===== src/common/pnl_map.vh =====
// constants for the front-panel key, lamp, display and line-driver logic
`ifndef PNL_MAP_VH
`define PNL_MAP_VH
// ----------------------------------------------------------------
// clocking
// ----------------------------------------------------------------
`define PNL_CLK_HZ          40000000
`define PNL_OSC_KHZ         7373
`define PNL_BUS_DIV         4
`define PNL_OSC_HALF        3
`define PNL_BUS_HALF        2
// ----------------------------------------------------------------
// reset stretch
// ----------------------------------------------------------------
`define PNL_RST_BUS_CYC     4064
`define PNL_RST_CNT_W       13
// ----------------------------------------------------------------
// key matrix
// ----------------------------------------------------------------
`define PNL_ROWS            8
`define PNL_COLS            8
`define PNL_KEYS            64
`define PNL_ROW_W           3
// ----------------------------------------------------------------
// lamp chain
// ----------------------------------------------------------------
`define PNL_LAMPS           34
`define PNL_LAMP_CNT_W      6
// ----------------------------------------------------------------
// display
// ----------------------------------------------------------------
`define PNL_LCD_W           9
`define PNL_LCD_PHASE       4
`define PNL_FIFO_DEPTH      16
`endif


===== src/rtl/pnl_fifo.v =====
// parameterised flip-flop fifo with valid and ready on both sides
`timescale 1ns/1ps
module pnl_fifo #(
    parameter WIDTH = 9,
    parameter DEPTH = 16,
    parameter AW    = 4
) (
    // clock and reset
    input  wire             clk,
    input  wire             rst,
    // fill side
    input  wire [WIDTH-1:0] in_data,
    input  wire             in_valid,
    output wire             in_ready,
    // drain side
    output wire [WIDTH-1:0] out_data,
    output wire             out_valid,
    input  wire             out_ready
);
    reg [WIDTH-1:0] mem [0:DEPTH-1];
    reg [AW-1:0]    wr_ptr;
    reg [AW-1:0]    rd_ptr;
    reg [AW:0]      count;
    wire            do_wr;
    wire            do_rd;

    assign in_ready  = (count != DEPTH[AW:0]);
    assign out_valid = (count != {(AW+1){1'b0}});
    assign out_data  = mem[rd_ptr];
    assign do_wr     = in_valid & in_ready;
    assign do_rd     = out_valid & out_ready;

    always @(posedge clk) begin
        if (do_wr) begin
            mem[wr_ptr] <= in_data;
        end
    end

    always @(posedge clk or posedge rst) begin
        if (rst) begin
            wr_ptr <= {AW{1'b0}};
            rd_ptr <= {AW{1'b0}};
            count  <= {(AW+1){1'b0}};
        end else begin
            if (do_wr) begin
                wr_ptr <= wr_ptr + 1'b1;
            end
            if (do_rd) begin
                rd_ptr <= rd_ptr + 1'b1;
            end
            if (do_wr & ~do_rd) begin
                count <= count + 1'b1;
            end else if (do_rd & ~do_wr) begin
                count <= count - 1'b1;
            end
        end
    end
endmodule // pnl_fifo


===== src/rtl/pnl_panel_io.v =====
// front-panel key scan, lamp shifter, display writer and line driver
//
// Operation
// bus clock is the oscillator clock divided by four.
// logic held in reset for 4064 bus-clock cycles after power-up.
// one serial lamp chain lights up to 34 key indicators.
// lamp bit is stable on data line when shift clock rises.
// keys form an eight-row by eight-column matrix of 64.
// a row read decodes three address bits to one low row line.
// all eight rows are read, one read per row.
// column reads low when pressed, high through pull-up otherwise.
// columns appear on data bits, first key on bit zero, low pressed.
// each display write carries one eight-bit character or command.
// register select high for command, low for character data.
// read/write pulses, then latch strobe pulses low to capture byte.
// uart data passes a half-duplex transceiver, released when idle.
// line driver enable high drives the bus, low releases it.
// line driver enable stays low during and right after reset.
// data and register select steady around the latch strobe.
`timescale 1ns/1ps
`include "pnl_map.vh"
module pnl_panel_io (
    // clock and reset
    input  wire                    clk,
    input  wire                    rst,
    // derived clocks and ready flag
    output reg                     system_oscillator_clock,
    output reg                     bus_clock,
    output wire                    logic_ready,
    // key matrix pins
    output reg  [`PNL_ROWS-1:0]    key_matrix_row_line,
    input  wire [`PNL_COLS-1:0]    key_matrix_column_lines,
    // key read port
    input  wire                    key_row_read_select,
    input  wire [`PNL_ROW_W-1:0]   row_address_bits,
    output reg  [`PNL_COLS-1:0]    key_read_data,
    output reg                     key_read_valid,
    output reg  [`PNL_KEYS-1:0]    key_state,
    // lamp load port
    input  wire [`PNL_LAMPS-1:0]   lamp_bits,
    input  wire                    lamp_load,
    output wire                    lamp_busy,
    output reg                     led_serial_data,
    output reg                     led_shift_clock,
    // display write port
    input  wire [7:0]              lcd_byte,
    input  wire                    lcd_is_command,
    input  wire                    lcd_valid,
    output wire                    lcd_ready,
    output reg  [7:0]              display_data,
    output reg                     display_register_select,
    output reg                     display_rw,
    output reg                     display_latch_n,
    // uart line control
    input  wire                    uart_tx_data,
    input  wire                    uart_tx_active,
    output wire                    uart_rx_data,
    output reg                     line_tx_data,
    output reg                     line_driver_enable,
    input  wire                    line_rx_data
);
    // ----------------------------------------------------------------
    // row decode
    // ----------------------------------------------------------------
    function [`PNL_ROWS-1:0] row_decode_n;
        input [`PNL_ROW_W-1:0] sel;
        begin
            row_decode_n      = {`PNL_ROWS{1'b1}};
            row_decode_n[sel] = 1'b0;
        end
    endfunction

    // ----------------------------------------------------------------
    // oscillator and bus clock dividers
    // ----------------------------------------------------------------
    // 40 MHz cannot give 7.3728 MHz exactly; the oscillator image toggles
    // every three clocks and the bus clock is the oscillator divided by 4
    reg [1:0] osc_cnt;
    reg [1:0] bus_cnt;
    reg       bus_rise;
    always @(posedge clk or posedge rst) begin
        if (rst) begin
            osc_cnt                 <= 2'h0;
            bus_cnt                 <= 2'h0;
            bus_rise                <= 1'b0;
            system_oscillator_clock <= 1'b0;
            bus_clock               <= 1'b0;
        end else begin
            bus_rise <= 1'b0;
            if (osc_cnt == `PNL_OSC_HALF - 1) begin
                osc_cnt                 <= 2'h0;
                system_oscillator_clock <= ~system_oscillator_clock;
                if (system_oscillator_clock) begin
                    if (bus_cnt == 2'h1) begin
                        bus_cnt   <= 2'h0;
                        bus_clock <= ~bus_clock;
                        bus_rise  <= ~bus_clock;
                    end else begin
                        bus_cnt <= bus_cnt + 2'h1;
                    end
                end
            end else begin
                osc_cnt <= osc_cnt + 2'h1;
            end
        end
    end

    // ----------------------------------------------------------------
    // power-up reset stretch
    // ----------------------------------------------------------------
    reg [`PNL_RST_CNT_W-1:0] rst_cnt;
    reg                      run;
    assign logic_ready = run;
    always @(posedge clk or posedge rst) begin
        if (rst) begin
            rst_cnt <= {`PNL_RST_CNT_W{1'b0}};
            run     <= 1'b0;
        end else if (!run && bus_rise) begin
            if (rst_cnt == `PNL_RST_BUS_CYC - 1) begin
                run <= 1'b1;
            end else begin
                rst_cnt <= rst_cnt + 1'b1;
            end
        end
    end

    // ----------------------------------------------------------------
    // key matrix scan
    // ----------------------------------------------------------------
    reg [`PNL_COLS-1:0] col_s1;
    reg [`PNL_COLS-1:0] col_s2;
    reg [`PNL_ROW_W-1:0] rd_row;
    reg [1:0]           rd_stage;
    always @(posedge clk or posedge rst) begin
        if (rst) begin
            col_s1              <= {`PNL_COLS{1'b1}};
            col_s2              <= {`PNL_COLS{1'b1}};
            key_matrix_row_line <= {`PNL_ROWS{1'b1}};
            key_read_data       <= {`PNL_COLS{1'b1}};
            key_read_valid      <= 1'b0;
            key_state           <= {`PNL_KEYS{1'b1}};
            rd_row              <= {`PNL_ROW_W{1'b0}};
            rd_stage            <= 2'h0;
        end else begin
            col_s1         <= key_matrix_column_lines;
            col_s2         <= col_s1;
            key_read_valid <= 1'b0;
            if (rd_stage == 2'h0) begin
                if (run && key_row_read_select) begin

                    key_matrix_row_line <= row_decode_n(row_address_bits);
                    rd_row              <= row_address_bits;
                    rd_stage            <= 2'h1;
                end
            end else if (rd_stage == 2'h3) begin
                // wait out the two-stage column synchroniser
                key_read_data  <= col_s2;
                key_read_valid <= 1'b1;
                key_state[rd_row*`PNL_COLS +: `PNL_COLS] <= col_s2;
                key_matrix_row_line <= {`PNL_ROWS{1'b1}};
                rd_stage       <= 2'h0;
            end else begin
                rd_stage <= rd_stage + 2'h1;
            end
        end
    end

    // ----------------------------------------------------------------
    // lamp serial shifter
    // ----------------------------------------------------------------
    reg [`PNL_LAMPS-1:0]      lamp_sr;
    reg [`PNL_LAMP_CNT_W-1:0] lamp_cnt;
    reg                       lamp_act;
    assign lamp_busy = lamp_act;
    always @(posedge clk or posedge rst) begin
        if (rst) begin
            lamp_sr         <= {`PNL_LAMPS{1'b0}};
            lamp_cnt        <= {`PNL_LAMP_CNT_W{1'b0}};
            lamp_act        <= 1'b0;
            led_serial_data <= 1'b0;
            led_shift_clock <= 1'b0;
        end else if (!lamp_act) begin
            led_shift_clock <= 1'b0;
            if (run && lamp_load) begin
                // bit zero goes out at once, ahead of the first rise
                led_serial_data <= lamp_bits[0];
                lamp_sr  <= {1'b0, lamp_bits[`PNL_LAMPS-1:1]};
                lamp_cnt <= {`PNL_LAMP_CNT_W{1'b0}};
                lamp_act <= 1'b1;
            end
        end else if (bus_rise) begin
            led_shift_clock <= ~led_shift_clock;
            if (!led_shift_clock) begin
                lamp_cnt <= lamp_cnt + 1'b1;
            end else if (lamp_cnt == `PNL_LAMPS) begin
                lamp_act <= 1'b0;
            end else begin
                // next bit moves as the clock falls, a bus period ahead
                led_serial_data <= lamp_sr[0];
                lamp_sr         <= {1'b0, lamp_sr[`PNL_LAMPS-1:1]};
            end
        end
    end

    // ----------------------------------------------------------------
    // display write path through a 16-word fifo
    // ----------------------------------------------------------------
    wire [`PNL_LCD_W-1:0] lcd_word;
    wire                  lcd_word_valid;
    reg                   lcd_take;
    pnl_fifo #(
        .WIDTH (`PNL_LCD_W),
        .DEPTH (`PNL_FIFO_DEPTH),
        .AW    (4)
    ) u_lcd_fifo (
        .clk       (clk),
        .rst       (rst),
        .in_data   ({lcd_is_command, lcd_byte}),
        .in_valid  (lcd_valid & run),
        .in_ready  (lcd_ready),
        .out_data  (lcd_word),
        .out_valid (lcd_word_valid),
        .out_ready (lcd_take)
    );

    localparam [3:0] LS_IDLE  = 4'h1;
    localparam [3:0] LS_SETUP = 4'h2;
    localparam [3:0] LS_RW    = 4'h4;
    localparam [3:0] LS_LATCH = 4'h8;
    reg [3:0] lcd_state;
    reg [1:0] lcd_ph;
    always @(posedge clk or posedge rst) begin
        if (rst) begin
            lcd_state               <= LS_IDLE;
            lcd_ph                  <= 2'h0;
            lcd_take                <= 1'b0;
            display_data            <= 8'h00;
            display_register_select <= 1'b0;
            display_rw              <= 1'b0;
            display_latch_n         <= 1'b1;
        end else begin
            lcd_take <= 1'b0;
            case (lcd_state)
            LS_IDLE: begin
                if (lcd_word_valid && !lcd_take) begin
                    display_data            <= lcd_word[7:0];
                    display_register_select <= lcd_word[8];
                    lcd_take                <= 1'b1;
                    lcd_ph                  <= 2'h0;
                    lcd_state               <= LS_SETUP;
                end
            end
            LS_SETUP: begin
                if (bus_rise) begin
                    display_rw <= 1'b1;
                    lcd_state  <= LS_RW;
                end
            end
            LS_RW: begin
                if (bus_rise) begin
                    display_rw      <= 1'b0;
                    display_latch_n <= 1'b0;
                    lcd_state       <= LS_LATCH;
                end
            end
            LS_LATCH: begin
                if (bus_rise) begin
                    // data held one more bus period after the rising strobe
                    if (lcd_ph == 2'h0) begin
                        display_latch_n <= 1'b1;
                    end
                    lcd_ph <= lcd_ph + 2'h1;
                    if (lcd_ph == 2'h1) begin
                        lcd_state <= LS_IDLE;
                    end
                end
            end
            default: begin
                lcd_state <= LS_IDLE;
            end
            endcase
        end
    end

    // ----------------------------------------------------------------
    // half-duplex line driver
    // ----------------------------------------------------------------
    reg rx_s1;
    reg rx_s2;
    assign uart_rx_data = rx_s2;
    always @(posedge clk or posedge rst) begin
        if (rst) begin
            rx_s1              <= 1'b1;
            rx_s2              <= 1'b1;
            line_tx_data       <= 1'b1;
            line_driver_enable <= 1'b0;
        end else begin
            rx_s1              <= line_rx_data;
            rx_s2              <= rx_s1;
            line_tx_data       <= uart_tx_data;
            line_driver_enable <= run & uart_tx_active;
        end
    end
endmodule // pnl_panel_io


===== config.mk =====
export PLATFORM = sky130hd
export DESIGN_NAME = pnl_panel_io
export DESIGN_NICKNAME = d
export VERILOG_FILES = /design/src/rtl/pnl_fifo.v /design/src/rtl/pnl_panel_io.v
export VERILOG_INCLUDE_DIRS = /design/src /design/src/common
export SDC_FILE = /design/constraint.sdc
export NUM_CORES = 1
export LEC_CHECK = 0
export ABC_AREA = 1
export BUFFER_PORTS_ARGS = -buffer_cell sky130_fd_sc_hd__buf_4
export CORE_MARGIN = 10
export CORE_UTILIZATION = 49
export CTS_BUF_LIST = sky130_fd_sc_hd__clkbuf_16
export DETAILED_ROUTE_END_ITERATION = 10
export GPL_ROUTABILITY_DRIVEN = 1
export GPL_TIMING_DRIVEN = 0
export HOLD_SLACK_MARGIN = 0.15
export PLACE_DENSITY = 0.71
export RECOVER_POWER = 100
export SKIP_CTS_REPAIR_TIMING = 1
export SYNTH_ARGS = -nofsm -noshare
export SYNTH_HDL_FRONTEND = slang
export SYNTH_SLANG_ARGS = --single-unit

===== constraint.sdc =====
create_clock -name clk -period 5.83 [get_ports clk]
set_clock_uncertainty 0.1 [all_clocks]
set_input_delay 0.8745 -clock clk [delete_from_list [all_inputs] [get_ports clk]]
set_output_delay 0.8745 -clock clk [all_outputs]
set_load 0.005 [all_outputs]

# After elaboration in Yosys (flattened, before gate mapping)
# Memory sizes are Yosys's and may differ from the RTL's. A register that Yosys moved wholly into a read port is not among the register bits.
# Index checks and enable logic that the tools add are counted.
# word_totals
regBits	192
ramBits	144
inputBits	62
out_inout_bits	102
word_cells	172
memories	1
# memory_table
name	words	width	rd	rd_ports_with_merged_regs	write_ports	line	text
u_lcd_fifo.mem	16	9	1	1	1	pnl_fifo.v:20	reg [WIDTH-1:0] mem [0:DEPTH-1];
# op_classes
n_addsub	11
order_cmp	2
n_eq_ne	22
shifts	2
mux	58
bitwise	14
reduce_logical	30
# ops
operator	n
$mux 34	5
$bwmux 64	1
$shift 8x34->64 const A	1
$shiftx 8x34->64	1
$neg 6->34	1
$mux 1	26
$mux 6	4
$mux 8	3
$mux 4	5
$ne 2x2->1 const B	10
$pmux 4 s4	1
$mux 2	7
$reduce_and 2->1	7
$add 13x1->13 const B	1
$eq 13x12->1 const B	1
$reduce_and 3->1	4
$reduce_bool 2->1	6
$mux 5	2
$add 2x1->2 const B	4
$add 4x1->4 const B	2
$not 8->8	1
$reduce_and 4->1	2
$not 1->1	7
$add 6x1->6 const B	1
other kinds (22)	36

# Longest topological paths before layout
# Gate-level depths: netlist of run 1.
# depth
depth_word	7
depth_mapped	13
mapped_depth_nobuf	13

# Modules after synthesis
# A second synthesis of run 1 with hierarchy kept.
# unflattened
cells_unflattened	1608
area_unflattened_um2	15253.4
# by_module_without_submodules
module	instances	cells_per_inst	area_per_inst_um2	seq_area_each_um2
pnl_panel_io	1	928	8349.3	4805.9
pnl_fifo	1	680	6904.1	4649.5

# Least setup slack after synthesis of run 1
# OpenSTA, ideal clock, no wires.
# synth_path
path_type	in2reg
from	input lcd_valid
to	register u_lcd_fifo.count[4]
setup_ns	0.065
arrival_time_ns	2.324
required_ns	5.665
setup_slack_ns	3.342
path_stages	11
path_buffers	0
cell_sequence	nand3_1 -> inv_1 -> ha_1 -> inv_1 -> fa_1 -> a21oi_1 -> nor2_1 -> nor2_1 -> xor2_1 -> nand2_1 -> nand2_1
# synth_between
elab_chain_cells	5
elab_cells_between_ends	7
cone_classes	1 x mux; 5 x bitwise; 1 x reduce/logical
# synth_rtl
element	line	text
from (decl)	pnl_panel_io.v:48	input wire lcd_valid,
$and 1x1->1 (*)	pnl_panel_io.v:219	.in_valid (lcd_valid & run),
$and 1x1->1 (*)	pnl_fifo.v:30	assign do_wr = in_valid & in_ready;
named net u_lcd_fifo.do_wr	pnl_fifo.v:24	wire do_wr;
$not 1->1	pnl_fifo.v:53	end else if (do_rd & ~do_wr) begin
$and 1x1->1	pnl_fifo.v:53	
$reduce_bool 2->1 (no line)	n/a	
to (signal assigned)	pnl_fifo.v:43	count <= {(AW+1){1'b0}};
to (signal assigned)	pnl_fifo.v:52	count <= count + 1'b1;
to (signal assigned)	pnl_fifo.v:54	count <= count - 1'b1;
to (decl)	pnl_fifo.v:23	reg [AW:0] count;
# The timed path passes the listed nets; every way through them passes the cells marked *.
# A chain may end at the register's enable or synchronous reset.

# Final worst setup path of run 1
# layout_path
from	register run (netlist: logic_ready)
to	memory u_lcd_fifo.mem[11][2], enable pin
# layout_between
elab_chain_cells	4
# layout_rtl
element	line	text
from (decl)	pnl_panel_io.v:112	reg run;
from (signal assigned)	pnl_panel_io.v:117	run <= 1'b0;
from (signal assigned)	pnl_panel_io.v:120	run <= 1'b1;
$and 1x1->1	pnl_panel_io.v:219	
$and 1x1->1	pnl_fifo.v:30	
named net u_lcd_fifo.do_wr	pnl_fifo.v:24	
$mux 1	pnl_fifo.v:34	if (do_wr) begin
$mux 1 (not written as such)	pnl_fifo.v:35	mem[wr_ptr] <= in_data;
to (decl)	pnl_fifo.v:20	
# The timed path passes the listed nets, and every way through them passes these cells.

==> results list, run 1 <==
* Standby leakage power: 7.85 nW
- Final critical-path required period: 3340 ps
- The final layout contains routed wiring with a total length of 37100 µm.
* Number of nets in the layout: 1822
- For this run, asynchronously set or reset flops after synthesis account for 58.1%.
- Detailed Place HPWL: 26400 µm
* Ratio of total power to cell area: 272 nW/µm²
- Pre-CTS setup slack: 2930 ps
* Clk buf depth: 3
- Across all layers, the routed design uses 11100 vias.
- The worst setup path is launched from a flip-flop.
- Yosys mapped the design onto 42 distinct sky130hd cell types.
* Final cycle utilization of the critical path: 57.3%
- Skew-Pair Late Insertion Delay: 520 ps
- At the end of routability-driven placement, the weighted congestion stood at 0.908.
* Share of the synthesized area in the top cell type: 28.9%
* Total congestion overflow: 0
- TritonCTS built the clock tree.
- Worst-path fanout max: 9
- The library cell used most frequently in the layout, excluding fill and tap cells, is nand2_1.
* Area Overhead vs Synth: 17.1%
- Worst hold margin: 249 ps
- After synthesis, the mean cell area works out to 9.74 µm².
- Setup repair after global routing missed its margin: no
- The tool flagged a number of max-cap violations equal to 6.
* Buffer type at the clock tree root: clkbuf_16
* Cells after Synth: 1534
- Synth warnings: 0
- Crit Path Category: reg -> reg
- STA classifies the critical path endpoint as a flip-flop.
- The detail route stage leaves a number of antenna-violating nets equal to 0.
* Number of CTS-inserted buffers: 36
* Htree depth: 2
- At the end of the flow the core is filled with cells to 58.6%.
* Fraction of final layout cells sized beyond drive strength 1: 14.2%
- After synthesis the cells add up to 14900 µm².
- Across the VDD grid, the largest voltage drop is 0.000226 V.
* Number of setup violations in the final report: 0
* Vertical die dimension: 195 µm
- Starting density of the core: 50.0%
* Dominant register cell in the synthesized netlist: edfxtp_1
- Setup total negative slack on the finished layout was measured at 0 ps.
* Number of nets produced by synthesis: 1616
* Cell types with the largest area share after synthesis: edfxtp_1, dfstp_2, dfrtp_1
* Library cell contributing the largest single delay on the critical path: nor3_1
- After detailed routing, the number of remaining DRC violations is 0.
* Routed length per placed instance: 17.2 µm
- The first global-routing pass estimated 58700 µm of wire.
* Cell accounting for the most synthesized area: edfxtp_1
* Max Slew Vio Count: 155
* Type of the most critical hold path: reg -> reg
- Initial DRT Pass Iterations: 5
* Antenna violations before repair: 0
- The critical path goes through clkbuf_1 -> nand3_1 -> inv_1 -> nand2_1 -> nor3_1.
- For this design the top-level I/O count stands at 164.
- Final worst-path setup slack: 2490 ps
- Placed standard-cell area: 16800 µm²
- Count of inserted antenna diode cells: 0
- The count of final hold-check violations was 0.
- Dividing the detail-routed via count by the number of cells gives 5.17.
- At the pin with the least slew margin, the transition time is 2280 ps.
- Cell Rows: 63
- Worst stage delay on the critical path: 1330 ps
- The detailed router finished its first iteration with 886 violations.
* Fmax: 0.299 GHz
- Buffers on Ports: 163
- The core region is 29900 µm².
- Tot GR Track Use: 19.0%
- Yosys mapped a number of flops with a built-in enable equal to 144.
* Die Area: 37900 µm²
* Cell area after layout: 17500 µm²
- The via count of the first global-routing pass is 10900.
- Entering global routing, the biggest net connects 46 pins.
- The floorplan step set the die width to 195 µm.
- The run finished, with violations left.
- At the worst endpoint, the required time is 5840 ps.
- Sequential cells were found to cover 63.3% of the synthesized design area.
- Data on the critical path arrives at its endpoint at 3350 ps.
- Failing checks: capacitance limit, slew limit
- Flop and latch count out of synthesis: 344
- Clock-pin slew was measured on the worst setup and hold paths at 60 ps.
- In the layout the commonest cells are nand2_1, inv_1, edfxtp_1, nand3_1, o21ai_0.
- CTS saw 344 sinks.
* Tightest slew margin relative to the limit: -52.2%
## area by class of cell
type	count	area, µm²
repair buffers	168	1150
flip-flops and latches	344	9460
multi-input cells	920	4270
fillers	2515	12400
clock buffers	36	901
inverters	209	787
clock inverters	29	199
plain buffers	61	253
well taps	390	488
## power by group
| group | internal (W) | switching, W | total (W) |
|---|---|---|---|
| Clock | 0.00122 | 0.000912 | 0.00213 |
| Combinational | 0.0000277 | 0.0000597 | 0.0000874 |
| Sequential | 0.00254 | 0.00000434 | 0.00254 |
## cells by family (layout without fill, tap and decap cells)
group,Yosys count,after routing,synth area share [%]
fa+ha+maj,20,20,1.73
xor+xnor,18,18,1.06
flops,344,344,63.3
simple gates,691,691,19.4
mux,2,2,0.151
compound gates,189,189,6.91
buf+inv,270,503,7.45
## synth_stat cells (3+ instances only)
library cell and count:
nand2_1 439, inv_1 202, edfxtp_1 144, nand3_1 136, o21ai_0 119, dfstp_2 101, dfrtp_1 99, nor2_1 84
a21oi_1 33, buf_2 24, clkbuf_1 21, ha_1 19, o21ai_2 16, xor2_1 15, a31oi_1 13, nor3_1 11
buf_4 8, buf_6 5, nand4_1 4, o21ai_1 4, buf_1 3, clkinv_1 3, inv_2 3, xnor2_1 3
## sequential cells by signal, summed over array words and instances, names as in the netlist, 3 cells and up
signal,cells
col_s1,8
col_s2,8
display_data,8
key_matrix_row_line,8
key_read_data,8
key_state,64
lamp_cnt,6
lamp_sr,33
lcd_state,4
rd_row,3
rst_cnt,13
u_lcd_fifo.count,5
u_lcd_fifo.mem,144
u_lcd_fifo.rd_ptr,4
u_lcd_fifo.wr_ptr,4
## per-stage QoR
| stage | std cells | power [W] |
|---|---|---|
| 2_1_floorplan | 1534 | 0.00261 |
| 3_3_place_gp | 2087 | 0.00268 |
| 3_5_place_dp | 2092 | 0.00269 |
| 4_1_cts | 2157 | 0.00481 |
| 5_1_grt | 2157 | 0.00490 |
| 6_report | 2157 | 0.00476 |
## worst paths after layout
path,from,end,slack [ps],cells past startpoint
hold reg to reg,col_s1[1],col_s2[1],250,0
max in group asynchronous,rst,display_data[6],2630,3
min in group asynchronous,rst,line_driver_enable,460,2
setup / recovery,logic_ready,u_lcd_fifo.mem[11][2],2490,5
setup reg to reg,logic_ready,u_lcd_fifo.mem[11][2],2490,5
hold / removal,col_s1[1],col_s2[1],250,0
## layer usage
metal | part of all wire (%) | global-route usage [%]
met4 | 2.5 | 5.62
met1 | 42 | 24.7
met5 | 0 | 0
met2 | 49 | 31.8
met3 | 7.0 | 3.22
## critical path, delay by kind of cell, from the launching register on
family	cells	cell delay (ps)
simple gates	3	1820
buf+inv	2	620
flops	1	380
(Power assumes the default switching activity.)
==> run 2, diff against run 1 <==
ABC_AREA = 0   (was 1)
PLACE_DENSITY = 0.69   (was 0.71)
clock period = 3.34 ns   (was 5.83 ns; I/O delays follow)
==> run 2 against run 1 <==
Against the previous run:
- the run now ends clean
- sequential power increased by 77%
- first-iteration DRC count decreased by 47%
- register-to-register slack got worse by 2200 ps
- die area decreased by 5.4%
- final cell count decreased by 31%
- core utilization increased by 1.8 points
- critical path depth increased by 4
- via count decreased by 29%
- highest routed layer unchanged
==> results list, run 2 <==
- The flow ran to the end, and the final reports show no timing, DRC or antenna violations.
* Area of the core: 28000 µm² (-6.2%)
- Sort of element at the start of the critical path: flip-flop
- The number of optimization iterations in the first detailed-route pass was 4 (-1).
- The clock transition time at the flip-flop clock pins of the worst setup and hold paths came to 60 ps (about the same).
* Setup repair after global routing missed its margin: no
- Flop and latch count out of synthesis: 344 (unchanged)
- Detailed Place HPWL: 20500 µm (-22%)
* Antenna violations before repair: 0 (unchanged)
- Final cycle utilization of the critical path: 92.8% (+35 points)
- Commonest cells after routing, fill and taps aside: edfxtp_1, mux2_2, dfrtp_1, buf_4, clkbuf_1
- Cell Rows: 61 (-3.2%)
* Max Slew Vio Count: 0 (-100%)
- Clock sink count: 344 (unchanged)
* Type of the most critical hold path: in -> reg
- Final hold violation count: 0 (unchanged)
* Async set or reset register ratio after synthesis: 58.1% (unchanged)
* Skew-Pair Late Insertion Delay: 520 ps (about the same)
- Total power of the final layout: 0.00861 W (+81%)
- The area growth from synthesis to layout is 20.4%.
- Cell types with the largest area share after synthesis: edfxtp_1, dfstp_2, dfrtp_1
* Worst reg2reg setup slack: 240 ps (-2250 ps)
- The final layout net count came to 1171 (-36%).
- Number of CTS-inserted buffers: 37 (+2.8%)
- The number of buffers added on ports was 163 (unchanged).
- Count leader, synth: edfxtp_1
* Die Area: 35800 µm² (-5.4%)
- The total detailed-routing wirelength came to 29600 µm (-20%).
- Most common cell after layout, fill and taps aside: edfxtp_1
- Share of the synthesized area in the top cell type: 30.8% (+1.8 points)
* Vertical die dimension: 189 µm (-2.7%)
* Endpoint arrival time on the critical path: 3430 ps (+80 ps)
- The count of final setup violators came to 0 (unchanged).
- TritonCTS clock tree: done
* Detail-routed via count per cell: 5.28 (+2.3%)
* Maxcap violations: 0 (-6)
* Worst-path fanout max: 9 (unchanged)
* Residual DRC count: 0 (unchanged)
* Synth warnings: 0 (unchanged)
- Final Util: 60.4% (+1.8 points)
* Average instance area after synthesis: 16.3 µm² (+67%)
* Starting density of the core: 50.2% (+0.15 points)
- Post-DRT Antenna Nets: 0 (unchanged)
- The unique cell type count in the Yosys netlist was 55 (+31%).
- The largest registers in the layout are u_lcd_fifo.mem x144, key_state x64, lamp_sr x33.
- CTS placed an instance of clkbuf_16 at the clock tree root.
- Transition at the pin with the smallest max-transition slack: 974 ps (-1310 ps)
- Largest net degree at the start of global routing: 43 (-6.5%)
- Global-route wire length before repair: 46400 µm (-21%)
* Largest register FFs: 144 (unchanged)
- Standby leakage power: 6.56 nW (-16%)
* Category of the worst setup path capture point: flip-flop
- Register with the most flip-flops: u_lcd_fifo.mem
* Routed length per placed instance: 19.8 µm (+15%)
- Count of boundary I/O pins: 164 (unchanged)
- Crit Path Category: reg -> reg
- Total congestion overflow: 0 (unchanged)
* Maximum resistive drop on vdd: 0.000508 V (+120%)
- The number of nets produced by synthesis is 946 (-41%).
- Count of inserted antenna diode cells: 0 (unchanged)
* Htree depth: 2 (unchanged)
- The register area came to 9460 µm² (unchanged).
* Final critical-path required period: 3100 ps (-242 ps)
* Vias in the first global route: 8210 (-25%)
- Netlist area before placement: 14100 µm² (-6.0%)
* Via count: 7893 (-29%)
* Worst hold margin: 163 ps (-86.6 ps)
* Clk buf depth: 3 (unchanged)
* Cell accounting for the most synthesized area: edfxtp_1
- The combined area of the multi-input logic cells came to 4340 µm² (+1.5%).
* Tightest slew margin relative to the limit: 35.1% (+87 points)
- The chip width came to 189 µm (-2.7%).
- Tot GR Track Use: 16.2% (-2.7 points)
- Register area share after synthesis: 67.3% (+4.0 points)
* Fraction of final layout cells sized beyond drive strength 1: 38.1% (+24 points)
- The critical path data required time was 3670 ps (-2170 ps).
* Iter 0 DRT Violations: 474 (-47%)
- Number of filler instances in the final layout: 2115 (-16%)
* Cells after Synth: 864 (-44%)
* Most numerous cell types in the synthesized netlist: edfxtp_1, mux2_2, dfstp_2, dfrtp_1, nor2_1
- Dominant register cell in the synthesized netlist: edfxtp_1
- Final GP Congestion: 0.786 (-13%)
- Fmax: 0.323 GHz (+7.8%)
* Ratio of total power to cell area: 509 nW/µm² (+87%)
* Count of flip-flops with a built-in enable after synthesis: 144 (unchanged)
==> run 2: cell count changes after synthesis, sizes merged, moves of 20 or more <==
cell   delta
nand2   -408
mux2    +141
buf      -20
nor2     -27
mux4     +36
inv     -186
a21oi    -27
nand3   -132
o21ai   -125
==> run 2: report_power, final <==
| part | switching, W | internal [W] | total, W |
|---|---|---|---|
| clock | 0.00157 | 0.00233 | 0.00390 |
| combinational | 0.000112 | 0.000102 | 0.000214 |
| sequential | 0.0000265 | 0.00447 | 0.00450 |
| total | 0.00170 | 0.00690 | 0.00861 |
==> run 2: worst paths after layout <==
kind	depth (start not counted)	from	end
max	9	logic_ready	u_lcd_fifo.count[4]
min	3	lamp_load	lamp_busy
max reg2reg	9	logic_ready	u_lcd_fifo.count[4]
min reg2reg	0	col_s1[7]	col_s2[7]
max in group asynchronous	5	rst	display_data[4]
min in group asynchronous	3	rst	key_read_valid
==> run 2: per-stage QoR <==
stage	instance area [µm²]	TNS, ps	setup slack (ps)	cells
floorplan	14100	0	233	864
global placement	15800	-107940	-1030	1405
detailed placement	15900	-461	-51.6	1412
CTS	17000	-895	-62.9	1478
global route	16900	0	11.8	1494
finish	16900	0	240	1494
==> run 2: per-layer routing <==
metal | vias to the layer above | wire, µm | track usage (%)
li1 | 3658 | - | -
met1 | 3999 | 13400 | 22.0
met2 | 197 | 14100 | 25.8
met3 | 39 | 1510 | 3.33
met4 | 0 | 612 | 5.04
met5 | - | 0 | 0
==> run 2: worst max-delay path: stages (launching register included) <==
cell	delay, ps
dfrtp_1	560
nand2_1	110
a21oi_1	670
ha_1	310
inv_1	120
fa_1	420
a21o_1	180
a21oi_1	180
mux2i_1	240
xnor2_1	130
==> run 2: cells by family after synthesis <==
group           Yosys count  synth area share, %
buf+inv                  53                 1.58
flops                   344                 67.3
mux                     191                 18.1
simple gates            167                 6.07
compound gates           59                 3.27
xor+xnor                 30                 1.87
fa+ha+maj                20                 1.83
==> run 2: layout make-up <==
| cell class | count | area share (%) |
|---|---|---|
| flip-flops and latches | 344 | 55.9 |
| multi-input cells | 467 | 25.6 |
| repair buffers | 186 | 7.53 |
| clock buffers | 39 | 5.77 |
| well taps | 378 | 2.80 |
| clock inverters | 27 | 1.13 |
| plain buffers | 33 | 0.806 |
| inverters | 20 | 0.451 |
